==> config.mk <==
export PLATFORM = sky130hd
export DESIGN_NAME = flash_security_backdoor_unlock
export DESIGN_NICKNAME = d
export VERILOG_FILES = /design/src/logic/flash_security_pkg.sv /design/src/logic/flash_security_backdoor_unlock.sv /design/src/logic/key_compare_unit.sv
export SDC_FILE = /design/constraint.sdc
export NUM_CORES = 1
export LEC_CHECK = 0
export BUFFER_PORTS_ARGS = -buffer_cell sky130_fd_sc_hd__buf_2
export CORE_MARGIN = 1.5
export CORE_UTILIZATION = 55
export CTS_CLUSTER_SIZE = 25
export DETAILED_ROUTE_END_ITERATION = 7
export PLACE_DENSITY = 0.9
export REMOVE_ABC_BUFFERS = 1
export SYNTH_ARGS = -nofsm -noshare
export SYNTH_HDL_FRONTEND = slang
export SYNTH_SLANG_ARGS = --single-unit
==> constraint.sdc <==
create_clock -name clk_i -period 3.3 [get_ports clk_i]
set_input_delay 0 -clock clk_i [delete_from_list [all_inputs] [get_ports clk_i]]
set_output_delay 0 -clock clk_i [all_outputs]
set_load 0.02 [all_outputs]
==> src/logic/flash_security_pkg.sv <==
/*
 * Shared constants for the flash security controller.
 * Assumes word-aligned offsets on a 32-bit Wishbone bus.
 */
package flash_security_pkg;

    // register byte offsets
    localparam logic [7:0] FLASH_CONFIGURATION_ADDR = 8'h00;
    localparam logic [7:0] SECURITY_STATUS_ADDR = 8'h04;
    localparam logic [7:0] FLASH_OPTION_COPY_ADDR = 8'h08;
    localparam logic [7:0] FLASH_BLOCK_PROTECT_ADDR = 8'h0C;
    localparam logic [7:0] DEBUG_CONTROL_ADDR = 8'h10;
    localparam logic [7:0] KEY_WINDOW_BASE_ADDR = 8'h20;
    localparam logic [7:0] KEY_WINDOW_MASK = 8'hE0;

    // key geometry
    localparam int KEY_BYTES = 8;
    localparam int KEY_INDEX_W = 3;

    // flash_configuration fields
    localparam int KEY_COMPARE_ACCESS_BIT = 0;

    // nonvolatile_option_byte fields
    localparam int SECURITY_STATE_LOW_BIT = 0;
    localparam int SECURITY_STATE_HIGH_BIT = 1;
    localparam int BACKDOOR_KEY_ENABLE_BIT = 7;

    // the one unsecured pattern
    localparam logic [1:0] SECURITY_UNSECURED = 2'h2;

    // set protects the vector and key block
    localparam int VECTOR_BLOCK_PROTECT_BIT = 7;

    // security_status fields
    localparam int STAT_SEC_LSB = 0;
    localparam int STAT_SECURED_BIT = 2;
    localparam int STAT_BACKGROUND_BIT = 3;
    localparam int STAT_DEBUG_ON_BIT = 4;
    localparam int STAT_KEY_ENABLE_BIT = 5;
    localparam int STAT_KEY_DONE_BIT = 6;
    localparam int STAT_KEY_MATCH_BIT = 7;
    localparam int STAT_MS_AT_RESET_BIT = 8;

    // debug control fields
    localparam int DEBUG_ENABLE_REQ_BIT = 0;

    localparam logic [31:0] READ_ZERO = 32'h0000_0000;

endpackage

==> src/logic/flash_security_backdoor_unlock.sv <==
/*
 * Flash security and debug-entry controller, classic Wishbone slave.
 * Assumes the flash side supplies option byte, protect image and key on
 * clk_i, and debug_access_i flags debug-host bus cycles.
 */
// Behaviour
// RL1: security bits mean unsecured only as 1:0.
// RL2: pin high at reset release selects run mode.
// RL3: background entry: pin low at reset, halt command or instruction, breakpoints.
// RL4: no on-chip debug enable while secured.
// RL5: background memory access works while secured.
// RL6: secured part enters background only by pin low at reset.
// RL7: key enable zero: only full erase removes security.
// RL8: key enable one: secure code may unlock with the key.
// RL9: key access set: key writes compare, start no flash command.
// RL10: software writes the eight key bytes in ascending order.
// RL11: software never writes key bytes on adjacent bus cycles.
// RL12: clearing key access compares; full match unsecures until reset.
// RL13: key writes only from secure code, never debug commands.
// RL14: key sits in the vector block; its protection covers the key.
// RL15: block protect writable only by debug commands.
// RL16: debug host unprotects, erases, blank checks; erased flash unsecures.
// RL17: a mismatching key changes nothing.
`timescale 1ns/1ps
`default_nettype none

module flash_security_backdoor_unlock
    import flash_security_pkg::*;
(
    input wire logic clk_i,
    input wire logic rst_i,
    // classic wishbone slave
    input wire logic cyc_i,
    input wire logic stb_i,
    input wire logic we_i,
    input wire logic [7:0] adr_i,
    input wire logic [3:0] sel_i,
    input wire logic [31:0] dat_i,
    output logic [31:0] dat_o,
    output logic ack_o,
    input wire logic debug_access_i,
    // nonvolatile images from the flash array
    input wire logic [7:0] nonvolatile_option_byte_i,
    input wire logic [7:0] flash_block_protect_nv_i,
    input wire logic [KEY_BYTES*8-1:0] stored_unlock_key_i,
    // flash command path and blank check result
    output logic flash_write_o,
    output logic [KEY_INDEX_W-1:0] flash_write_index_o,
    output logic [7:0] flash_write_data_o,
    input wire logic blank_check_done_i,
    input wire logic blank_check_erased_i,
    // debug pin and entry causes
    input wire logic debug_mode_select_pin_i,
    input wire logic halt_command_i,
    input wire logic halt_to_debug_instruction_i,
    input wire logic debug_controller_break_i,
    input wire logic trace_break_i,
    input wire logic background_exit_i,
    // state outputs
    output logic secured_o,
    output logic active_background_o,
    output logic debug_module_enable_o,
    output logic vector_block_protected_o,
    output logic background_access_allowed_o
);

    logic [2:0] ms_sync_q;
    logic ms_level_q;
    logic ms_at_reset_q;
    logic first_cycle_q;
    logic [7:0] flash_option_copy_q;
    logic [1:0] security_state_q;
    logic [7:0] flash_block_protect_q;
    logic key_compare_access_q;
    logic debug_enable_req_q;
    logic active_background_q;
    logic ack_q;
    logic [31:0] dat_q;
    logic req;
    logic wr_req;
    logic key_window_hit;
    logic key_enable;
    logic secured;
    logic key_write;
    logic key_check;
    logic key_clear;
    logic key_done;
    logic key_match;
    logic key_done_q;
    logic break_cause;
    logic cfg_wr;

    ////////////////////////////////////////////////////////////////////////
    // bus decode: ack one edge after the request
    assign req = cyc_i && stb_i && !ack_q;
    assign wr_req = req && we_i && sel_i[0];
    assign key_window_hit = (adr_i & KEY_WINDOW_MASK) == KEY_WINDOW_BASE_ADDR;
    assign key_enable = flash_option_copy_q[BACKDOOR_KEY_ENABLE_BIT];
    assign secured = security_state_q != SECURITY_UNSECURED; // RL1
    assign cfg_wr = wr_req && adr_i == FLASH_CONFIGURATION_ADDR && !debug_access_i && key_enable;

    ////////////////////////////////////////////////////////////////////////
    // mode-select pin: a change counts when stages two and three agree
    always_ff @(posedge clk_i) begin
        ms_sync_q <= {ms_sync_q[1:0], debug_mode_select_pin_i};
        if (ms_sync_q[2] == ms_sync_q[1]) begin
            ms_level_q <= ms_sync_q[2];
        end
    end

    // pin level is caught while reset is held, so the release edge freezes it
    always_ff @(posedge clk_i) begin
        if (rst_i) begin
            ms_at_reset_q <= ms_level_q; // RL2
            first_cycle_q <= 1'b1;
        end else begin
            first_cycle_q <= 1'b0;
        end
    end

    ////////////////////////////////////////////////////////////////////////
    // option copy reloads from nonvolatile storage at every reset
    always_ff @(posedge clk_i) begin
        if (rst_i) begin
            flash_option_copy_q <= 8'h00;
        end else if (first_cycle_q) begin
            flash_option_copy_q <= nonvolatile_option_byte_i;
        end
    end

    ////////////////////////////////////////////////////////////////////////
    // security state: secured until the option copy is loaded, then lifted
    // only by a matching key or an erased blank check
    always_ff @(posedge clk_i) begin
        if (rst_i) begin
            security_state_q <= 2'h3;
        end else if (first_cycle_q) begin
            security_state_q <= {nonvolatile_option_byte_i[SECURITY_STATE_HIGH_BIT],
                                 nonvolatile_option_byte_i[SECURITY_STATE_LOW_BIT]};
        end else if (key_done && !key_done_q && key_match && key_enable) begin
            security_state_q <= SECURITY_UNSECURED; // RL12 RL8
        end else if (blank_check_done_i && blank_check_erased_i) begin
            security_state_q <= SECURITY_UNSECURED; // RL16 RL7
        end
        // a mismatch falls through and keeps the state as it was RL17
    end

    ////////////////////////////////////////////////////////////////////////
    // block protect: loaded from flash, rewritable only by the debug host
    always_ff @(posedge clk_i) begin
        if (rst_i) begin
            flash_block_protect_q <= 8'h00;
        end else if (first_cycle_q) begin
            flash_block_protect_q <= flash_block_protect_nv_i;
        end else if (wr_req && adr_i == FLASH_BLOCK_PROTECT_ADDR && debug_access_i) begin
            flash_block_protect_q <= dat_i[7:0]; // RL15
        end
    end

    // key sits in the vector block, so one bit guards both RL14
    assign vector_block_protected_o = flash_block_protect_q[VECTOR_BLOCK_PROTECT_BIT];

    ////////////////////////////////////////////////////////////////////////
    // key access bit: set and cleared only by secure code with the backdoor on
    always_ff @(posedge clk_i) begin
        if (rst_i) begin
            key_compare_access_q <= 1'b0;
        end else if (cfg_wr) begin
            key_compare_access_q <= dat_i[KEY_COMPARE_ACCESS_BIT]; // RL13 RL7
        end
    end

    // falling key access starts the compare; rising key access clears old bytes
    assign key_check = cfg_wr && key_compare_access_q && !dat_i[KEY_COMPARE_ACCESS_BIT]; // RL12
    assign key_clear = cfg_wr && !key_compare_access_q && dat_i[KEY_COMPARE_ACCESS_BIT];
    // debug-host writes never reach the comparison store
    assign key_write = wr_req && key_window_hit && key_compare_access_q && !debug_access_i; // RL9 RL13

    always_ff @(posedge clk_i) begin
        if (rst_i) begin
            key_done_q <= 1'b0;
        end else begin
            key_done_q <= key_done;
        end
    end

    key_compare_unit u_key_compare (
        .clk_i(clk_i),
        .rst_i(rst_i),
        .clear_i(key_clear),
        .wr_i(key_write),
        .wr_index_i(adr_i[KEY_INDEX_W+1:2]),
        .wr_data_i(dat_i[7:0]),
        .check_i(key_check),
        .stored_key_i(stored_unlock_key_i),
        .done_o(key_done),
        .match_o(key_match)
    );

    ////////////////////////////////////////////////////////////////////////
    // key writes outside key access become flash commands
    always_ff @(posedge clk_i) begin
        if (rst_i) begin
            flash_write_o <= 1'b0;
            flash_write_index_o <= '0;
            flash_write_data_o <= 8'h00;
        end else begin
            flash_write_o <= wr_req && key_window_hit && !key_compare_access_q; // RL9
            if (wr_req && key_window_hit) begin
                flash_write_index_o <= adr_i[KEY_INDEX_W+1:2];
                flash_write_data_o <= dat_i[7:0];
            end
        end
    end

    ////////////////////////////////////////////////////////////////////////
    // debug enable request, gated by security at the output
    always_ff @(posedge clk_i) begin
        if (rst_i) begin
            debug_enable_req_q <= 1'b0;
        end else if (wr_req && adr_i == DEBUG_CONTROL_ADDR) begin
            debug_enable_req_q <= dat_i[DEBUG_ENABLE_REQ_BIT];
        end
    end

    assign debug_module_enable_o = debug_enable_req_q && !secured; // RL4
    // the background controller keeps memory access whatever the state RL5
    assign background_access_allowed_o = 1'b1;

    ////////////////////////////////////////////////////////////////////////
    // active background: pin low at reset always works, other causes only unsecured
    assign break_cause = halt_command_i || halt_to_debug_instruction_i
                         || debug_controller_break_i || trace_break_i; // RL3

    always_ff @(posedge clk_i) begin
        if (rst_i) begin
            active_background_q <= 1'b0;
        end else if (first_cycle_q) begin
            active_background_q <= !ms_at_reset_q; // RL3 RL6 RL2
        end else if (break_cause && !secured) begin
            active_background_q <= 1'b1; // RL6
        end else if (background_exit_i) begin
            active_background_q <= 1'b0;
        end
    end

    assign active_background_o = active_background_q;
    assign secured_o = secured;

    ////////////////////////////////////////////////////////////////////////
    // read mux and ack; unmapped reads give zero, writes drop
    always_ff @(posedge clk_i) begin
        if (rst_i) begin
            ack_q <= 1'b0;
            dat_q <= READ_ZERO;
        end else begin
            ack_q <= req;
            if (req) begin
                dat_q <= READ_ZERO;
                unique case (adr_i)
                    FLASH_CONFIGURATION_ADDR: dat_q[KEY_COMPARE_ACCESS_BIT] <= key_compare_access_q;
                    SECURITY_STATUS_ADDR: begin
                        dat_q[STAT_SEC_LSB +: 2] <= security_state_q;
                        dat_q[STAT_SECURED_BIT] <= secured;
                        dat_q[STAT_BACKGROUND_BIT] <= active_background_q;
                        dat_q[STAT_DEBUG_ON_BIT] <= debug_enable_req_q && !secured;
                        dat_q[STAT_KEY_ENABLE_BIT] <= key_enable;
                        dat_q[STAT_KEY_DONE_BIT] <= key_done;
                        dat_q[STAT_KEY_MATCH_BIT] <= key_match;
                        dat_q[STAT_MS_AT_RESET_BIT] <= ms_at_reset_q;
                    end
                    FLASH_OPTION_COPY_ADDR: dat_q[7:0] <= flash_option_copy_q;
                    FLASH_BLOCK_PROTECT_ADDR: dat_q[7:0] <= flash_block_protect_q;
                    DEBUG_CONTROL_ADDR: dat_q[DEBUG_ENABLE_REQ_BIT] <= debug_enable_req_q;
                    default: dat_q <= READ_ZERO; // key window reads zero: the key never leaks
                endcase
            end
        end
    end

    assign ack_o = ack_q;
    assign dat_o = dat_q;

endmodule

`default_nettype wire

==> src/logic/key_compare_unit.sv <==
/*
 * Key comparison store: eight entered bytes, order tracking, compare on request.
 * Assumes single-cycle write and check pulses on clk_i.
 */
`timescale 1ns/1ps
`default_nettype none

module key_compare_unit
    import flash_security_pkg::*;
(
    input wire logic clk_i,
    input wire logic rst_i,
    input wire logic clear_i,
    input wire logic wr_i,
    input wire logic [KEY_INDEX_W-1:0] wr_index_i,
    input wire logic [7:0] wr_data_i,
    input wire logic check_i,
    input wire logic [KEY_BYTES*8-1:0] stored_key_i,
    output logic done_o,
    output logic match_o
);

    logic [7:0] entered_q [KEY_BYTES];
    logic [KEY_BYTES-1:0] byte_eq;
    logic [KEY_INDEX_W:0] next_index_q;
    logic order_ok_q;

    ////////////////////////////////////////////////////////////////////////
    // a byte and a comparator per key location
    genvar g;
    generate
        for (g = 0; g < KEY_BYTES; g++) begin : g_byte
            always_ff @(posedge clk_i) begin
                if (rst_i || clear_i) begin
                    entered_q[g] <= 8'h00;
                end else if (wr_i && wr_index_i == KEY_INDEX_W'(g)) begin
                    entered_q[g] <= wr_data_i;
                end
            end
            assign byte_eq[g] = entered_q[g] == stored_key_i[g*8 +: 8];
        end
    endgenerate

    ////////////////////////////////////////////////////////////////////////
    // a byte out of ascending order spoils the attempt
    always_ff @(posedge clk_i) begin
        if (rst_i || clear_i) begin
            next_index_q <= '0;
            order_ok_q <= 1'b1;
        end else if (wr_i) begin
            if ({1'b0, wr_index_i} != next_index_q) begin
                order_ok_q <= 1'b0; // RL10
            end
            next_index_q <= next_index_q + 1'b1;
        end
    end

    ////////////////////////////////////////////////////////////////////////
    // match: eight bytes, in order, all equal
    always_ff @(posedge clk_i) begin
        if (rst_i) begin
            done_o <= 1'b0;
            match_o <= 1'b0;
        end else if (check_i) begin
            done_o <= 1'b1;
            match_o <= &byte_eq && order_ok_q && next_index_q == KEY_BYTES[KEY_INDEX_W:0]; // RL12
        end else if (clear_i) begin
            done_o <= 1'b0;
            match_o <= 1'b0;
        end
    end

endmodule

`default_nettype wire

# Word level (Yosys, flattened, before mapping)
# Memories as Yosys holds them, arrays and structs flattened.
# Index checks and enable logic that the tools add are counted.
dict set report word_totals {
  reg_bits 57
  n_memories 1
  mem_bits_rw 64
  inputBits 138
}
dict set report op_classes {
  eq_ne 24
  reduce_logical 53
  bitwise_logic 8
  n_mux 49
  addsub 1
}
# memory words word_bits read_ports rd_ports_with_merged_regs wr line_no
set mem_list {}
lappend mem_list {u_key_compare.entered_q 8 8 8 0 8 key_compare_unit.sv:23} ;# logic [7:0] entered_q [KEY_BYTES];
# cell count
set op_table {}
lappend op_table {{$mux 8} 10}
lappend op_table {{$eq 8x8->1} 8}
lappend op_table {{$logic_and 1x1->1} 34}
lappend op_table {{$mux 1} 34}
lappend op_table {{$pmux 7 s3} 1}
lappend op_table {{$eq 8x4->1 const B} 2}
lappend op_table {{$eq 3x3->1 const B} 4}
lappend op_table {{$eq 8x3->1 const B} 1}
lappend op_table {{$eq 8x5->1 const B} 1}
lappend op_table {{$logic_not 8->1} 1}
lappend op_table {{$or 1x1->1} 8}
lappend op_table {{$reduce_and 8->1} 1}
lappend op_table {{$logic_not 1->1} 7}
lappend op_table {{$eq 3x1->1 const B} 2}
lappend op_table {{$eq 3x2->1 const B} 2}
lappend op_table {{$mux 2} 3}
lappend op_table {{$reduce_bool 3->1} 2}
lappend op_table {{$pmux 1 s5} 1}
lappend op_table {{$add 4x1->4 const B} 1}
lappend op_table {{$eq 4x4->1 const B} 1}
lappend op_table {{$logic_or 1x1->1} 4}
lappend op_table {{$ne 3x4->1} 1}
lappend op_table {{$reduce_bool 2->1} 2}
lappend op_table {{$logic_not 3->1} 1}
lappend op_table {{3 further kinds} 3}

# Logic depth before layout (Yosys ltp)
# Gate-level depths: netlist (run 1).
dict set report logic_depth {
  depth_word 13
  ltp_mapped 7
  mapped_depth_nobuf 6
}

# Modules after synthesis
# Synthesis (run 1) repeated with hierarchy kept, for this count alone.
dict set report hier_totals {
  cells_unflattened 551
  area_unflattened_um2 5998.3
}
# mod cells_each n_inst seq_area_each_um2 area_per_inst_um2
set modules_own_cells {}
lappend modules_own_cells {key_compare_unit 299 1 2062.0 3611.0}
lappend modules_own_cells {flash_security_backdoor_unlock 252 1 1021.0 2387.3}

# Worst setup path before layout (run 1)
# OpenSTA, ideal clock, no wires.
dict set report synth_timing {
  path_type {reg-to-reg}
  from {reg ack_q, in the netlist ack_o}
  to {mem u_key_compare.entered_q[4][0], in the netlist u_key_compare.entered_q[1][0], enable pin}
  setup_time_ns 0.387
  path_slack_ns 0.915
  arrival_time_ns 1.998
  path_buffers 1
  stages_incl_launch_ff 6
  cell_sequence {dfxtp_1 nand3b_1 nor3_4 nand2_1 buf_2 o31ai_1}
}
# element line_no
set synth_rtl {}
lappend synth_rtl {{start: declaration} flash_security_backdoor_unlock.sv:77} ;# logic ack_q;
lappend synth_rtl {{start signal: assignment} flash_security_backdoor_unlock.sv:257} ;# ack_q <= req;
lappend synth_rtl {{end: declaration} key_compare_unit.sv:23}

==> summary.md, run 1 <==
| Metric | Value |
|---|---|
| Number of synthesized flops with an enable pin | between 60 and 70 |
| DRT Pass-1 Iters | 5 |
| Postcts setup bufs | 0 |
| Htree depth | 4 |
| Root Driver | clkbuf_8 |
| Hold path startpoint | adr_i[6] |
| Slew Limit Headroom | about 25% |
| Die W | 107.2 um |
| Placed Cells | slightly above 800 |
| Initial Utilization | 57.29% |
| Slowest stage cell on the critical path | dlygate4sd3_1 |
| Pwr Total | 3.713 mW |
| Fin nets | 902 |
| Clk_lat worst skew | between 500 and 600 ps |
| Worst Setup Slack, final | approximately 540 ps |
| Post-synthesis xor/xnor area fraction | roughly 6.8% |
| Detailed-route DRC error count | 0 |
| Pre-CTS worst setup slack | between 700 and 800 ps |
| Buf/Inv on CP | 2 |
| CP top delay family | buffers and inverters |
| Final core occ | between 70% and 80% |
| Status | completed |
| Synth Cell Area | roughly 6000 um2 |
| Final instance area | 7752 um2 |
| Antenna violations before repair | 0 |
| Mux cell area share after synthesis | 4.341% |
| Layout cells sized above 1 | around 24% |
| CP Capture Type | flop |
| Hold Worst Slack | 42.41 ps |
| Row count | 37 |
| Commonest non-fill, non-tap cell in the layout | buf_2 |
| CP required | between 3000 and 4000 ps |
| Tot GR Track Use | between 30% and 40% |
| CP max stage delay | ~610 ps |
| Largest net degree at the start of global routing | 48 |
| Min Tclk post-route | between 2000 and 3000 ps |
| PortBufs | 136 |
| Total die area | approximately 11000 um2 |
| Nature of the critical path startpoint | flop |
| Ant diodes | 0 |
| Fraction of the mapped netlist area in simple logic gates | between 20% and 30% |
| Mapped Cells | between 500 and 600 |
| Post-synth ARST share | 0% |
| Ports | between 150 and 200 |
| Drt wl/cell | between 15 and 20 um |
| Placed Area | around 6700 um2 |
| CORE AREA | ~10000 um2 |
| Layout Skew | ~6.4 ps |
| Largest family of logic cells by synthesized area | simple AND/OR/NAND/NOR gates |
| Tcrit/Tclk final | between 80 and 90% |
| Critical path type | reg -> reg |
| First-pass GRT wire length | roughly 27000 um |
| Final global-route overflow total | 0 |
| Post-synthesis compound-gate area fraction | under 10% |
| Sequence of cells on the critical path | nor2b_1 -> a2111o_1 -> nor4_1 -> dlygate4sd3_1 -> nand4_1 -> dlygate4sd3_1 -> o21ai_0 |
| Cell with the most instances on the worst path | dlygate4sd3_1 |
| Avg Cell Area, Syn | between 10 and 15 um2 |
| Fin. Hold Viols | 0 |
| Worst Path Max Fanout | 2 |
| Pwr/cell area | around 480 nW/um2 |
| GPL Wtd Cong | around 0.91 |
| Avg Vias per Cell | between 5 and 6 |
| Antenna Nets Post-Route | 0 |
| CP startpoint | u_key_compare.entered_q[0][31] |
| Maximum vdd drop | 427.6 uV |
| #FFs+latches synth | between 100 and 150 |
| Setup total negative slack | 0 ps |
| Cts bufs inserted | 17 |
| Die height | ~110 um |
| Final wirelength | approximately 17000 um |
| Maxcap violations | 0 |
| Final Max Slew Viols | 0 |
| CP arrival | ~3200 ps |
| Most frequent cells in the layout | 136 x buf_2, 66 x edfxtp_1, 58 x and2_1, 55 x dfxtp_1, 52 x dlygate4sd3_1 |
| Ys Warns | 0 |
| Post-synth top flop | edfxtp_1 |
| TritonCTS clock tree | done |
| CTS Buffer Depth | 2 |
| Worst slew pin tran | about 1100 ps |
| Post-Synth Adder-Cell Area | less than 1% |
| Unrepaired setup endpoints after global routing | no |
| Hold WC Path Type | in -> reg |
| First-iteration detailed-routing DRC count | roughly 470 |
| Fmax | 0.3627 GHz |
| Clock-pin transition on the worst setup and hold timing paths | ~60 ps |
| Sequential area share after synthesis | approximately half |
| DP Wirelength | 11270 um |
| Layout area overhead | 29.92% |
| LEAKAGE | between 3 and 4 nW |
| Synth cell types | 53 |
| Launch point of the worst reg-to-reg path | u_key_compare.entered_q[0][31] |
| DR vias | just over 5000 |
| Post-route insts no fill | around 910 |
| Number of global-route vias before repair | about 5300 |
| TritonCTS Sinks | 121 |
| Final setup viols | 0 |
==> logic make-up after synthesis <==
family | Yosys count
DFF | 121
AOI/OAI and AO/OA | 73
adders and majority gates | 2
muxes | 24
buffers and inverters | 63
xor gates and xnor gates | 46
and+or+nand+nor | 238
other | 2
==> final timing paths <==
| check | slack (ps) | end | cells past startpoint |
|---|---|---|---|
| min reg2reg | 340 | ms_sync_q[1] | 0 |
| max | 540 | u_key_compare.match_o | 7 |
| min | 40 | u_key_compare.next_index_q[1] | 5 |
| max reg2reg | 540 | u_key_compare.match_o | 7 |
==> worst register-to-register path, delay by kind of cell (launching register included) <==
family | cells | cell delay, ps
AND/OR/NAND/NOR | 3 | 500
flip-flops | 1 | 420
buffers and inverters | 2 | 1210
AO/OA/AOI/OAI | 2 | 550
==> power by group <==
| group | switching (mW) | internal (mW) | leakage, nW |
|---|---|---|---|
| Clock | 0.659 | 1.01 | 0.255 |
| Sequential | 0.0323 | 1.63 | 1.13 |
| Combinational | 0.208 | 0.172 | 1.85 |
| Total | 0.899 | 2.81 | 3.24 |
==> routing by layer <==
metal | wire length [um] | track usage, % | vias up
met3 | 1719 | 8.267 | 57
met2 | 8427 | 53.37 | 358
li1 | - | - | 2344
met1 | 6632 | 37.41 | 2399
met5 | 0 | 0 | -
met4 | 609 | 14.48 | 0
==> cell usage after synthesis (all sizes together) (3+ instances only) <==
cell	n	area, um2
edfxtp	66	1982
and2	58	362.9
dfxtp	55	1101
nand2	42	157.7
xnor2	41	359.1
nor2	39	151.4
buf	32	217.7
nand2b	27	168.9
a21oi	19	95.09
inv	18	67.56
mux2i	18	180.2
nor2b	17	106.4
nand4	16	106.4
nor4	13	87.58
o21ai	12	60.06
clkbuf	11	41.29
nor3	11	87.58
a211oi	9	67.56
o2111ai	7	61.31
a22oi	6	45.04
a2bb2oi	5	43.79
mux2	5	56.30
xor2	5	43.79
nand3	4	20.02
a2111o	3	33.78
a22o	3	26.28
nand3b	3	22.52
==> timing repair <==
item	4_1_cts	5_1_grt
resized for setup	0	0
endpoints found under the hold margin	95	0
hold buffers	52	0
==> area by class of cell <==
class	instances	area (um2)
Clock buffer	19	431.7
Clock inverter	13	106.4
Fill cell	650	2664
Inverter	20	75.07
Multi-Input combinational cell	407	2633
Sequential cell	121	3083
Tap cell	136	170.2
Timing Repair Buffer	195	1254
==> registers in the layout, summed over array words and instances (netlist names), 2 cells and up <==
| name | count |
|---|---|
| ms_sync_q | 3 |
| dat_o | 9 |
| flash_option_copy_q | 8 |
| flash_write_index_o | 3 |
| security_state_q | 2 |
| flash_write_data_o | 8 |
| u_key_compare.next_index_q | 4 |
| flash_block_protect_q | 8 |
| u_key_compare.entered_q | 64 |
Power figures use the tool's default switching activity.
==> inputs of run 2 (changes only) <==
CORE_UTILIZATION = 51   (was 55)
PLACE_DENSITY = 0.85   (was 0.9)
clock period = 2.6 ns   (was 3.3 ns; I/O delays follow)
==> summary.md, run 2 (synthesized netlist as in run 1, its figures left out) <==
| Metric | Value |
|---|---|
| Htree depth | 4 |
| Hold Worst Slack | 22.57 ps |
| Fin. Hold Viols | 0 |
| Sequence of cells on the critical path | nand3b_1 -> nor3_4 -> nand2_1 -> o31ai_1 |
| Final setup viols | 0 |
| Largest register FFs | 64 |
| Antenna violations before repair | 0 |
| Final global-route overflow total | 0 |
| Drt wl/cell | around 18 um |
| Most frequent cells in the layout | 136 x buf_2, 66 x edfxtp_1, 58 x and2_1, 55 x dfxtp_1, 42 x nand2_1 |
| TritonCTS clock tree | done |
| Unrepaired setup endpoints after global routing | no |
| First-iteration detailed-routing DRC count | 309 |
| Maxcap violations | 0 |
| CORE AREA | 11420 um2 |
| Maximum vdd drop | just over 400 uV |
| Layout Skew | around 9.6 ps |
| Layout cells sized above 1 | 26.47% |
| Nature of the critical path startpoint | flop |
| Hold Buf Count CTS | 28 |
| DR vias | around 5000 |
| Tcrit/Tclk final | between 80 and 90% |
| Min Tclk post-route | approximately 2300 ps |
| LEAKAGE | about 3.2 nW |
| CP arrival | roughly 2300 ps |
| Die W | between 100 and 150 um |
| CP required | roughly 2600 ps |
| CTS Buffer Depth | 2 |
| PortBufs | 136 |
| Placed Cells | between 800 and 900 |
| Largest Register | u_key_compare.entered_q |
| CP max stage delay | 930 ps |
| Commonest non-fill, non-tap cell in the layout | buf_2 |
| Final wirelength | approximately 17000 um |
| Postcts setup bufs | 0 |
| Post-route insts no fill | roughly 910 |
| # resized after CTS | 0 |
| Fin nets | about 900 |
| Fmax | 0.4348 GHz |
| GPL Wtd Cong | 0.9006 |
| Detailed-route DRC error count | 0 |
| Avg Vias per Cell | between 5 and 6 |
| Slowest stage cell on the critical path | o31ai_1 |
| Antenna Nets Post-Route | 0 |
| Clk_lat worst skew | slightly above 400 ps |
| DP Wirelength | approximately 12000 um |
| Root Driver | clkbuf_16 |
| Pwr/cell area | about 630 nW/um2 |
| Cts bufs inserted | 17 |
| Largest net degree at the start of global routing | 34 |
| TritonCTS Sinks | 121 |
| Final Max Slew Viols | 0 |
| Row count | 39 |
| Slew Limit Headroom | 22.29% |
| First-pass GRT wire length | between 20000 and 30000 um |
| Worst Path Max Fanout | 8 |
| Ant diodes | 0 |
| Initial Utilization | a little over half |
| Worst slew pin tran | 1156 ps |
| Status | completed |
| CP top delay family | compound AO/OA/AOI/OAI gates |
| Clock-pin transition on the worst setup and hold timing paths | 60 ps |
| Die height | 111.2 um |
| Tot GR Track Use | a little over a quarter |
| Hold WC Path Type | in -> reg |
| Critical path type | reg -> reg |
| Total die area | approximately 12000 um2 |
| Setup total negative slack | 0 ps |
| Ports | around 190 |
| DRT Pass-1 Iters | 5 |
| Buf/Inv on CP | 0 |
| Pwr Total | 4.781 mW |
| Number of global-route vias before repair | between 4000 and 5000 |
| CP Capture Type | flop |
| Filler cell count | 877 |
| Layout area overhead | 28.01% |
[run 2: cell count changes in the layout (fill, tap and decap cells not counted), sizes merged]
cell	delta
inv	+5
clkinvlp	-3
dlygate4sd3	-24
clkinv	-2
buf	+12
clkbuf	+1
bufinv	-1
[run 2: layout make-up]
| type | count | area, um2 | area share [%] |
|---|---|---|---|
| Inverter | 20 | 75.07 | 0.9828 |
| Multi-Input combinational cell | 407 | 2633 | 34.46 |
| Clock buffer | 20 | 478.0 | 6.257 |
| Sequential cell | 121 | 3083 | 40.36 |
| Tap cell | 143 | 178.9 | 2.342 |
| Clock inverter | 12 | 87.58 | 1.147 |
| Timing Repair Buffer | 183 | 1104 | 14.45 |
[run 2: routing by layer]
layer / global-route usage [%] / vias to the layer above / part of all wire [%] / wire, um
met1: 35.15 / 2351 / 42 / 6914
met5: 0 / - / 0 / 0
li1: - / 2325 / - / -
met3: 6.616 / 33 / 8.1 / 1342
met2: 44.91 / 285 / 48 / 7944
met4: 9.367 / 0 / 1.8 / 301
[run 2: worst paths after layout]
path | start | endpoint | slack, ps | depth (start not counted)
max | ack_o | u_key_compare.entered_q[1][0] | 300 | 4
min | blank_check_erased_i | security_state_q[1] | 20 | 4
max reg2reg | ack_o | u_key_compare.entered_q[1][0] | 300 | 4
min reg2reg | ms_sync_q[0] | ms_sync_q[1] | 330 | 0
[run 2: report_power, final]
part           internal [mW]  switching (mW)  total [mW]
Clock                   1.33           0.877        2.21
Sequential              2.07          0.0404        2.11
Combinational          0.204           0.255       0.459
Total                   3.61            1.17        4.78
[run 2: stage by stage]
stage	utilization [%]	area, um2	setup slack, ps
2_1_floorplan	-	5791	18.05
3_3_place_gp	59.49	6793	477.7
3_5_place_dp	59.49	6793	354.3
4_1_cts	66.90	7639	337.8
5_1_grt	66.90	7639	162.5
6_report	66.90	7639	299.9
[run 2: worst min-delay path: stages]
cell and delay, ps:
buf_2 80, a211oi_1 70, nor2b_1 130, o21bai_1 120
